File: src/pkg/prc_map.svh
`ifndef PRC_MAP_SVH
`define PRC_MAP_SVH
// Register byte offsets
`define PRC_OFS_CTRL      8'h00
`define PRC_OFS_CORR      8'h04
`define PRC_OFS_STAT      8'h08
// Control register fields
`define PRC_CTRL_EDGE_LO  0
`define PRC_CTRL_EDGE_HI  1
`define PRC_CTRL_RST_LO   2
`define PRC_CTRL_RST_HI   4
`define PRC_CTRL_ASEL_LO  5
`define PRC_CTRL_ASEL_HI  6
`define PRC_CTRL_RESET    32'h0000_0000
// Correction register fields
`define PRC_CORR_ODD_LO   0
`define PRC_CORR_SRC_LO   8
`define PRC_CORR_RESET    32'h0000_0000
// Edge select codes
`define PRC_EDGE_DIRECT   2'h0
`define PRC_EDGE_RISE     2'h1
`define PRC_EDGE_FALL     2'h2
`define PRC_EDGE_BOTH     2'h3
// Reload A source codes
`define PRC_ASEL_OFF      2'h0
`define PRC_ASEL_A        2'h1
`define PRC_ASEL_B        2'h2
`define PRC_ASEL_C        2'h3
`endif

File: src/pkg/prc_pkg.sv
package prc_pkg;
    // Correction source per pair
    typedef enum logic [1:0] {
        PRC_SRC_BIT_type_v  = 2'h0,
        PRC_SRC_SENSE_v     = 2'h1,
        PRC_SRC_SENSE2_v    = 2'h2,
        PRC_SRC_DIR_v       = 2'h3
    } prc_src_type;
    // Bus slave states
    typedef enum logic [2:0] {
        PRC_BUS_IDLE = 3'b001,
        PRC_BUS_ACK  = 3'b010,
        PRC_BUS_WAIT = 3'b100
    } prc_bus_type;
endpackage

File: src/rtl/prc_edge_detect.sv
`timescale 1ns/100ps
`include "prc_map.svh"
// Synchroniser and edge qualifier for the commutation event
module prc_edge_detect (
    input  wire logic       clk_sys,
    input  wire logic       sys_rst,
    input  wire logic       eventIn,
    input  wire logic [1:0] edgeSel,
    output logic            eventHit
);
    logic syncA;
    logic syncB;
    logic syncPrev;

    // Two stages; only syncB and its delayed copy syncPrev are looked at
    always_ff @(posedge clk_sys) begin
        if (sys_rst) begin
            syncA    <= 1'b0;
            syncB    <= 1'b0;
            syncPrev <= 1'b0;
        end else begin
            syncA    <= eventIn;
            syncB    <= syncA;
            syncPrev <= syncB;
        end
    end

    // Edge qualification per selected code
    always_comb begin
        case (edgeSel)
            `PRC_EDGE_DIRECT: eventHit = syncB;
            `PRC_EDGE_RISE:   eventHit = syncB & ~syncPrev;
            `PRC_EDGE_FALL:   eventHit = ~syncB & syncPrev;
            default:          eventHit = syncB ^ syncPrev;
        endcase
    end

    // Judged against the pin itself, so a short synchroniser is caught too
    chk_rise_edge: assert property (@(posedge clk_sys) disable iff (sys_rst)
        (edgeSel == `PRC_EDGE_RISE && eventHit) |-> ($past(eventIn, 2) && !$past(eventIn, 3)))
        else $error("rise edge qualifier wrong");
endmodule

File: src/rtl/prc_pair_select.sv
`timescale 1ns/100ps
`include "prc_map.svh"
// Odd/even pulse value selection for each complementary pair
module prc_pair_select #(
    parameter int PAIRS = 3
) (
    input  wire logic [PAIRS-1:0]   senseIn,
    input  wire logic [PAIRS-1:0]   oddEvenBit,
    input  wire logic [2*PAIRS-1:0] srcSel,
    input  wire logic [PAIRS-1:0]   countDown,
    output logic      [PAIRS-1:0]   useOdd
);
    initial begin
        if (PAIRS < 1 || PAIRS > 8) $error("PAIRS out of range");
    end

    // One selector per pair; mixed source codes use the sense input
    genvar i;
    generate
        for (i = 0; i < PAIRS; i = i + 1) begin : gPair
            always_comb begin
                case (srcSel[2*i +: 2])
                    2'h0:    useOdd[i] = oddEvenBit[i];
                    2'h3:    useOdd[i] = countDown[i];
                    default: useOdd[i] = ~senseIn[i];
                endcase
            end
        end
    endgenerate
endmodule

File: src/rtl/prc_reload_unit.sv
`timescale 1ns/100ps
`include "prc_map.svh"
// What this block does
// - Edge code picks level, rise, fall, both
// - Restart makes commutation reload plus qualifier
// - One reload pulse per cycle end or restart event, merged when both coincide
// - B,C fixed; A off until programmed
// - Qualifier accompanies async reload A exactly
// - Coinciding normal reload suppresses the qualifier
// - Exactly one value register drives each pair
// - Sense input can choose active register
// - Source zeros: odd/even bit chooses
// - Source ones: counting direction chooses
module prc_reload_unit #(
    parameter int PAIRS = 3
) (
    input  wire logic               clk_sys,
    input  wire logic               sys_rst,
    input  wire logic [31:0]        wb_adr_i,
    input  wire logic [31:0]        wb_dat_i,
    input  wire logic [3:0]         wb_sel_i,
    input  wire logic               wb_we_i,
    input  wire logic               wb_cyc_i,
    input  wire logic               wb_stb_i,
    output logic      [31:0]        wb_dat_o,
    output logic                    wb_ack_o,
    input  wire logic               commEvent,
    input  wire logic [2:0]         cycleEnd,
    input  wire logic [PAIRS-1:0]   currentSenseN,
    input  wire logic [PAIRS-1:0]   countDown,
    output logic                    reloadA,
    output logic                    reloadB,
    output logic                    reloadC,
    output logic                    reloadAsyncQualifier,
    output logic      [PAIRS-1:0]   useOddValue
);
    initial begin
        if (PAIRS < 1 || PAIRS > 8) $error("PAIRS out of range");
    end

    logic [31:0]         ctrlReg;
    logic [31:0]         corrReg;
    logic                eventHit;
    logic [2:0]          asyncHit;
    logic [2:0]          baseReload;
    logic [2:0]          baseAsync;
    logic                next_reloadA;
    logic                next_qual;
    logic [PAIRS-1:0]    selOdd;
    logic [PAIRS-1:0]    syncS1;
    logic [PAIRS-1:0]    syncS2;
    logic [PAIRS-1:0]    dirS1;
    logic [PAIRS-1:0]    dirS2;
    prc_pkg::prc_bus_type busState;

    logic [1:0] edgeSel;
    logic [2:0] restartEn;
    logic [1:0] aSel;
    assign edgeSel   = ctrlReg[`PRC_CTRL_EDGE_HI:`PRC_CTRL_EDGE_LO];
    assign restartEn = ctrlReg[`PRC_CTRL_RST_HI:`PRC_CTRL_RST_LO];
    assign aSel      = ctrlReg[`PRC_CTRL_ASEL_HI:`PRC_CTRL_ASEL_LO];

    prc_edge_detect uEdge (
        .clk_sys  (clk_sys),
        .sys_rst  (sys_rst),
        .eventIn  (commEvent),
        .edgeSel  (edgeSel),
        .eventHit (eventHit)
    );

    // Sense and direction come from pins, so they are synchronised too
    always_ff @(posedge clk_sys) begin
        if (sys_rst) begin
            syncS1 <= '0;
            syncS2 <= '0;
            dirS1  <= '0;
            dirS2  <= '0;
        end else begin
            syncS1 <= currentSenseN;
            syncS2 <= syncS1;
            dirS1  <= countDown;
            dirS2  <= dirS1;
        end
    end

    prc_pair_select #(.PAIRS(PAIRS)) uPair (
        .senseIn    (syncS2),
        .oddEvenBit (corrReg[`PRC_CORR_ODD_LO +: PAIRS]),
        .srcSel     (corrReg[`PRC_CORR_SRC_LO +: 2*PAIRS]),
        .countDown  (dirS2),
        .useOdd     (selOdd)
    );

    // Per time base: restart turns a commutation event into a reload
    assign asyncHit   = restartEn & {3{eventHit}};
    assign baseReload = cycleEnd | asyncHit;
    assign baseAsync  = asyncHit & ~cycleEnd;

    // Reload A routing; off until software picks a base
    always_comb begin
        case (aSel)
            `PRC_ASEL_A: begin
                next_reloadA = baseReload[0];
                next_qual    = baseAsync[0];
            end
            `PRC_ASEL_B: begin
                next_reloadA = baseReload[1];
                next_qual    = baseAsync[1];
            end
            `PRC_ASEL_C: begin
                next_reloadA = baseReload[2];
                next_qual    = baseAsync[2];
            end
            default: begin
                next_reloadA = 1'b0;
                next_qual    = 1'b0;
            end
        endcase
    end

    // Outputs registered so qualifier and reload share one edge
    always_ff @(posedge clk_sys) begin
        if (sys_rst) begin
            reloadA              <= 1'b0;
            reloadB              <= 1'b0;
            reloadC              <= 1'b0;
            reloadAsyncQualifier <= 1'b0;
        end else begin
            reloadA              <= next_reloadA;
            reloadB              <= baseReload[1];
            reloadC              <= baseReload[2];
            reloadAsyncQualifier <= next_qual;
        end
    end

    // One-hot selector registered: exactly one register per pair
    always_ff @(posedge clk_sys) begin
        if (sys_rst) begin
            useOddValue <= '0;
        end else begin
            useOddValue <= selOdd;
        end
    end

    // Wishbone slave: ack one cycle after request, then one idle cycle
    always_ff @(posedge clk_sys) begin
        if (sys_rst) begin
            busState <= prc_pkg::PRC_BUS_IDLE;
            wb_ack_o <= 1'b0;
        end else begin
            case (busState)
                prc_pkg::PRC_BUS_IDLE: begin
                    if (wb_cyc_i && wb_stb_i) begin
                        busState <= prc_pkg::PRC_BUS_ACK;
                        wb_ack_o <= 1'b1;
                    end
                end
                prc_pkg::PRC_BUS_ACK: begin
                    busState <= prc_pkg::PRC_BUS_WAIT;
                    wb_ack_o <= 1'b0;
                end
                prc_pkg::PRC_BUS_WAIT: begin
                    // Avoids acking a stale held request twice
                    if (!(wb_cyc_i && wb_stb_i)) begin
                        busState <= prc_pkg::PRC_BUS_IDLE;
                    end
                end
                default: begin
                    busState <= prc_pkg::PRC_BUS_IDLE;
                    wb_ack_o <= 1'b0;
                end
            endcase
        end
    end

    logic busWrite;
    assign busWrite = (busState == prc_pkg::PRC_BUS_IDLE) && wb_cyc_i && wb_stb_i && wb_we_i;

    // Register writes with byte lanes; write lands with the ack edge
    genvar b;
    generate
        for (b = 0; b < 4; b = b + 1) begin : gLane
            always_ff @(posedge clk_sys) begin
                if (sys_rst) begin
                    ctrlReg[8*b +: 8] <= 8'(`PRC_CTRL_RESET >> (8*b));
                    corrReg[8*b +: 8] <= 8'(`PRC_CORR_RESET >> (8*b));
                end else if (busWrite && wb_sel_i[b]) begin
                    if (wb_adr_i[7:0] == `PRC_OFS_CTRL) begin
                        ctrlReg[8*b +: 8] <= wb_dat_i[8*b +: 8];
                    end
                    if (wb_adr_i[7:0] == `PRC_OFS_CORR) begin
                        corrReg[8*b +: 8] <= wb_dat_i[8*b +: 8];
                    end
                end
            end
        end
    endgenerate

    // Read mux; unmapped offsets read zero, unused control bits too
    always_ff @(posedge clk_sys) begin
        if (sys_rst) begin
            wb_dat_o <= 32'h0000_0000;
        end else if (busState == prc_pkg::PRC_BUS_IDLE && wb_cyc_i && wb_stb_i) begin
            case (wb_adr_i[7:0])
                `PRC_OFS_CTRL: wb_dat_o <= {25'h0, ctrlReg[6:0]};
                `PRC_OFS_CORR: wb_dat_o <= corrReg;
                `PRC_OFS_STAT: wb_dat_o <= 32'({syncS2, useOddValue});
                default:       wb_dat_o <= 32'h0000_0000;
            endcase
        end
    end

    chk_qual_with_a: assert property (@(posedge clk_sys) disable iff (sys_rst)
        reloadAsyncQualifier |-> reloadA)
        else $error("qualifier without reload A");
    chk_coincide_supp: assert property (@(posedge clk_sys) disable iff (sys_rst)
        (aSel == `PRC_ASEL_B && cycleEnd[1]) |=> !reloadAsyncQualifier)
        else $error("qualifier on coinciding reload");
    chk_restart_both: assert property (@(posedge clk_sys) disable iff (sys_rst)
        (eventHit && restartEn[1] && !cycleEnd[1] && aSel == `PRC_ASEL_B)
        |=> (reloadA && reloadAsyncQualifier))
        else $error("restart did not give both");
    chk_cycle_pulse: assert property (@(posedge clk_sys) disable iff (sys_rst)
        cycleEnd[2] |=> reloadC)
        else $error("missing reload C");
    chk_a_off: assert property (@(posedge clk_sys) disable iff (sys_rst)
        ($past(aSel) == `PRC_ASEL_OFF) |-> !reloadA)
        else $error("reload A active while off");
    chk_no_restart: assert property (@(posedge clk_sys) disable iff (sys_rst)
        (restartEn == 3'h0) |=> !reloadAsyncQualifier)
        else $error("qualifier without restart");
    chk_dir_select: assert property (@(posedge clk_sys) disable iff (sys_rst)
        (corrReg[`PRC_CORR_SRC_LO +: 2] == 2'h3) |=> (useOddValue[0] == $past(dirS2[0])))
        else $error("direction select wrong");
    chk_bit_select: assert property (@(posedge clk_sys) disable iff (sys_rst)
        (corrReg[`PRC_CORR_SRC_LO +: 2] == 2'h0) |=> (useOddValue[0] == $past(corrReg[0])))
        else $error("odd even bit select wrong");
    chk_ack_once: assert property (@(posedge clk_sys) disable iff (sys_rst)
        wb_ack_o |=> !wb_ack_o)
        else $error("ack held two cycles");
endmodule

File: config.mk
export PLATFORM = sky130hd
export DESIGN_NAME = prc_reload_unit
export DESIGN_NICKNAME = d
export VERILOG_FILES = /design/src/pkg/prc_pkg.sv /design/src/rtl/prc_edge_detect.sv /design/src/rtl/prc_pair_select.sv /design/src/rtl/prc_reload_unit.sv
export VERILOG_INCLUDE_DIRS = /design/src /design/src/pkg
export SDC_FILE = /design/constraint.sdc
export NUM_CORES = 1
export LEC_CHECK = 0
export BUFFER_PORTS_ARGS = -buffer_cell sky130_fd_sc_hd__buf_2
export CORE_MARGIN = 5
export CORE_UTILIZATION = 45
export DETAILED_ROUTE_END_ITERATION = 8
export GPL_TIMING_DRIVEN = 0
export PLACE_DENSITY = 0.81
export SLEW_MARGIN = 15
export SYNTH_ARGS = -nofsm -noshare
export SYNTH_HDL_FRONTEND = slang
export SYNTH_SLANG_ARGS = --single-unit
File: constraint.sdc
create_clock -name clk_sys -period 1.5 [get_ports clk_sys]
set_clock_uncertainty 0.05 [all_clocks]
set_input_delay 0 -clock clk_sys [delete_from_list [all_inputs] [get_ports clk_sys]]
set_output_delay 0 -clock clk_sys [all_outputs]
set_load 0.05 [all_outputs]
Word level (Yosys, flattened, before mapping)
Index checks and enable logic that the tools add are counted.

word-level totals
  flip-flop bits (word level) = 97
  word-level logic and storage cells = 80
  output and inout port bits = 40

cells by class
  reductions and logical operators = 20
  bitwise operators = 13
  equal/unequal tests = 15
  muxes and demuxes = 12

operator list
  cell                  count
  $pmux W32 S3          1
  $reduce_and A2 Y1     7
  $eq A2 B2 Y1 const B  6
  $pmux W1 S3           3
  $pmux W3 S3           1
  $eq A8 B3 Y1 const B  1
  $eq A8 B4 Y1 const B  1
  $logic_and A1 B1 Y1   8
  $logic_not A2 Y1      4
  $logic_not A8 Y1      1
  $pmux W1 S2           4
  $and A3 B3 Y3         2
  $mux W3               2
  $not A1 Y1            6
  $eq A2 B1 Y1 const B  2
  $ne A2 B2 Y1 const B  2
  $eq A3 B1 Y1 const B  1
  $eq A3 B2 Y1 const B  1
  $eq A3 B3 Y1 const B  1
  $not A3 Y3            1
  $or A3 B3 Y3          1
  $and A1 B1 Y1         2
  $mux W1               1
  $xor A1 B1 Y1         1

Logic depth before layout (Yosys ltp)
  depth after elaboration = 6
  depth in mapped cells = 6
  mapped depth without buffers = 6

Modules after synthesis
Synthesis repeated with hierarchy kept, for this count alone.

unflattened totals
  cell total of the unflattened synthesis = 407
  area, all modules = 3831.2 µm²

by module, submodules not included
  module           sequential area each (µm²)  area each (µm²)  cells each  instances
  prc_reload_unit  1881.8                      3538.4           377         1
  prc_pair_select  0.0                         157.7            18          1
  prc_edge_detect  60.1                        135.1            12          1

Least setup slack after synthesis
No wires, ideal clock.

  kind = reg-to-reg
  from = register busState[1]
  to = register wb_dat_o[6]
  data arrival time = 1568 ps
  path buffers = 1
  stages on the path, launching flop included = 6
  data required time = 1379 ps
  clock period less this slack = 1688 ps
  path slack = -188 ps
  cell sequence = dfxtp_1 -> nand3b_1 -> or2_2 -> clkbuf_1 -> or4_1 -> a21oi_1

between the ends
  word-level cells in the longest chain between the ends = 3

RTL lines
  item                               line                    RTL
  from (decl)                        prc_reload_unit.sv:54   prc_pkg::prc_bus_type busState;
  from (signal assigned)             prc_reload_unit.sv:148  busState <= prc_pkg::PRC_BUS_IDLE;
  from (signal assigned)             prc_reload_unit.sv:154  busState <= prc_pkg::PRC_BUS_ACK;
  from (signal assigned)             prc_reload_unit.sv:159  busState <= prc_pkg::PRC_BUS_WAIT;
  $eq A3 B1 Y1                       prc_reload_unit.sv:203  end else if (busState == prc_pkg::PRC_BUS_IDLE && wb_cyc_i && wb_stb_i) begin
  $logic_and A1 B1 Y1 (2 in series)  prc_reload_unit.sv:203
  to (signal assigned)               prc_reload_unit.sv:205  `PRC_OFS_CTRL: wb_dat_o <= {25'h0, ctrlReg[6:0]};
  to (signal assigned)               prc_reload_unit.sv:206  `PRC_OFS_CORR: wb_dat_o <= corrReg;
  to (signal assigned)               prc_reload_unit.sv:207  `PRC_OFS_STAT: wb_dat_o <= 32'({syncS2, useOddValue});
  to (decl)                          prc_reload_unit.sv:25   output logic [31:0] wb_dat_o,

Every way passes these cells.
A chain may end at the register's enable or synchronous reset.

Worst setup path after layout
  from = register uEdge.syncPrev
  to = register reloadB

between the ends
  word-level cells in the longest chain between the ends = 5
  elaborated cells between the ends (all ways) = 7
  classes of those cells = mux: 1; bitwise: 6

RTL lines
  item                    line                    RTL
  from (decl)             prc_edge_detect.sv:13   logic syncPrev;
  from (signal assigned)  prc_edge_detect.sv:24   syncPrev <= syncB;
  $not A1 Y1              prc_edge_detect.sv:32   `PRC_EDGE_RISE: eventHit = syncB & ~syncPrev;
  $and A1 B1 Y1           prc_edge_detect.sv:32
  $pmux W1 S3 (*)         prc_edge_detect.sv:30   case (edgeSel)
  $and A3 B3 Y3 (*)       prc_reload_unit.sv:95   assign asyncHit = restartEn & {3{eventHit}};
  $or A3 B3 Y3 (*)        prc_reload_unit.sv:96   assign baseReload = cycleEnd | asyncHit;
  to (signal assigned)    prc_reload_unit.sv:130  reloadB <= baseReload[1];
  to (decl)               prc_reload_unit.sv:32   output logic reloadB,

Mark *: on every way between the ends. The rest lies on a longest branch, timed or not.

==> flow_summary.json <==
{
  "synthCells": 410,
  "final.min_clock_period_ns": 1.601,
  "worstSetupPathType": "flop to flop",
  "leakage_nw": 2.205,
  "synth.avg_cell_area_um2": 9.247,
  "violations": "negative setup slack",
  "dp_hpwl_um": 7706,
  "setup_viol": 9,
  "slew_viol_final": 0,
  "drc_errors": 0,
  "gp_congestion": 0.7957,
  "clkLatencyLatePin_ns": 0.37,
  "powerDensity_mw_per_mm2": 880.5,
  "arrival_ns": 1.80,
  "grt.overflow.total": 0,
  "synth_top_area_share_pct": 51.22,
  "dr.first_iter.drc_count": 215,
  "grt_max_degree": 17,
  "synth_area_mm2": 0.003791,
  "cts_buffer_depth": 2,
  "cp-end-kind": "flop",
  "cts.sinks": 97,
  "final_core_util_pct": 68.86,
  "start_util_pct": 46.14,
  "irDropWorstVdd_mv": 0.4499,
  "crit_path_max_fanout": 5,
  "synth-edff-count": 0,
  "synth_ff_type": "dfxtp_1",
  "ys_types": 36,
  "crit_chain": "inv_2 -> ha_4 -> inv_2 -> mux4_2 -> a21oi_1 -> nor2_1",
  "die_h_um": 101.8,
  "tritoncts": "yes",
  "place_ws_ns": -0.5443,
  "drive_above_1_share_pct": 36.19,
  "core_area_mm2": 0.008217,
  "grt_first_pass_wirelength_um": 17480,
  "final_nets": 669,
  "fp-row-count": 33,
  "max_stage_delay_ns": 0.54,
  "die-width_um": 101.8,
  "cts_buffers": 9,
  "synthTopCellsByArea": "dfxtp_1, a22oi_1, a21oi_1",
  "dieArea_mm2": 0.01036,
  "relSlewSlack_pct": 56.87,
  "ios": 123,
  "syn_to_final_growth_pct": 49.24,
  "seq_area_frac_synth_pct": 51.22,
  "rrSetupSlack_ns": -0.10,
  "worst_pin_slew_ns": 0.6469,
  "synth_fp_nets": 501,
  "via_count": 3784,
  "hold_path.class": "input port to flop",
  "synthArstFlopShare_pct": 0,
  "port_buffers": 97,
  "required_ns": 1.70,
  "fin_crit_sh_pct": 106.7,
  "outcome": "complete, but fails checks",
  "root_buffer": "clkbuf_8",
  "max_freq_mhz": 624.6,
  "r2r_cells": 6,
  "crit_slowest_cell": "mux4_2",
  "first_global_vias": 3636,
  "grtUsageTotal_pct": 21.59,
  "cpMostUsedCell": "inv_2",
  "totalWireLength_um": 11930,
  "cp-start-kind": "flop",
  "top_regs": "corrReg x32, wb_dat_o x32, ctrlReg x5",
  "antenna_found_initial": 0,
  "ant_nets": 0,
  "ys_seq_elements": 97,
  "routedWlPerCell_um": 17.34,
  "dr.pass1.iters": 5,
  "drv_cap": 0,
  "worst_slack_ns": -0.1011,
  "cts_max_level": 3,
  "synth_warnings": 0,
  "holdPathStages": 4,
  "path_clk_slew_ns": 0.10,
  "viasPerCell": 5.500,
  "synth_area_leader_cell": "dfxtp_1",
  "antenna_cells": 0,
  "hold_viol_final": 0,
  "rsz0062_at_grt": "yes"
}
## cell usage after synthesis (2+ instances only)
cell type and n:
ha_1 8, nor4_1 2, a22oi_1 31, mux2i_1 16, a211oi_1 4, and3b_1 2
buf_2 2, a21oi_1 38, and2_1 4, a221oi_1 3, o21ai_0 32, inv_1 9
dfxtp_1 97, o2bb2ai_1 6, clkbuf_1 29, nor2_1 37, nand3_1 33, nor2b_1 15
nand2b_1 16, nor3_1 2, nand2_1 8, nand3b_1 2
## where the power goes
group	internal, mW	switching, mW	leakage, nW	total, mW
clock	0.991	0.935	0.113	1.93
sequential	2.60	0.0110	0.787	2.61
combinational	0.207	0.240	1.31	0.447
## routing by layer
metal,global-route usage (%),share of wire (%),vias to the layer above
li1,-,-,1792
met1,27.51,41,1789
met2,35.97,49,172
met3,4.821,7.4,31
met4,7.669,2.4,0
met5,0,0,-
## critical path: cells and delay by family (launching register included)
kind,cells,cell delay (ns)
AO/OA/AOI/OAI,1,0.19
adder cells (fa/ha/maj),1,0.25
multiplexers,1,0.54
AND/OR/NAND/NOR,1,0.05
buffers and inverters,2,0.06
flip-flops,1,0.34
## what timing repair did
item                                   4_1_cts  5_1_grt
setup endpoints to repair                   78       71
pin swaps                                    4       22
resized for setup                           39       99
gates cloned                                 1        2
endpoints found under the hold margin       55        0
hold buffers                                46        0
setup buffers                                9        3
## final cells by class
| class | instances | area, um^2 |
|---|---|---|
| Tap cell | 105 | 131.4 |
| Clock buffer | 10 | 137.6 |
| Fill cell | 609 | 2559 |
| Buffer | 30 | 224.0 |
| Inverter | 9 | 33.78 |
| Clock inverter | 6 | 90.09 |
| Multi-Input combinational cell | 273 | 1992 |
| Timing Repair Buffer | 158 | 1099 |
| Sequential cell | 97 | 1951 |
## cell usage in the layout, fill, tap and decap left out, types with 3 or more instances in the layout
master         synthesis  routed
o21ai_1                0      14
a221oi_1               3       3
nand2b_1              16      15
inv_1                  9       7
o2bb2ai_1              6       6
mux2i_1               16      16
dlygate4sd3_1          0      46
buf_4                  0      14
ha_1                   8       7
a211oi_1               4       4
o21ai_0               32       7
a21oi_2                0       9
clkbuf_8               0      11
buf_6                  0       5
nand3_2                0       7
nand3_1               33      25
a22oi_2                0      24
dfxtp_2                0       4
buf_2                  2      98
dfxtp_1               97      92
a21oi_1               38      29
nor2b_1               15      15
a22oi_1               31       7
clkbuf_16              0       3
nor2_1                37      37
nand2_1                8       8
o21ai_2                0      10
clkbuf_1              29      17
and2_1                 4       4
## path summary, 6_finish.rpt
| kind | start | end |
|---|---|---|
| max | uEdge.syncPrev | reloadB |
| min | wb_adr_i[5] | wb_dat_o[6] |
| max reg2reg | uEdge.syncPrev | reloadB |
| min reg2reg | syncS1[0] | syncS2[0] |
## stage by stage
step | cells | power [mW] | cell area, um^2 | setup TNS [ns] | hold WS, ns
global placement | 612 | 2.964 | 4436 | -14.50 | 0.1578
detailed placement | 612 | 2.971 | 4436 | -17.50 | 0.1630
CTS | 683 | 4.939 | 5311 | -0.3220 | 0.03657
global route | 688 | 5.115 | 5658 | -1.484 | 0.04238
finish | 688 | 4.982 | 5658 | -0.3560 | 0.03749
floorplan | 410 | 2.824 | 3819 | -0.4305 | 0.06743
## cells by family (layout without fill, tap and decap cells)
logic type	after synthesis	count (layout)	share of synthesized area (%)
compound gates	117	117	18.88
xor+xnor	1	1	0.2311
fa+ha+maj	8	8	2.640
buf+inv	40	213	4.026
flops	97	97	51.22
mux	17	17	4.818
simple gates	130	130	18.19
(Power assumes the default switching activity.)
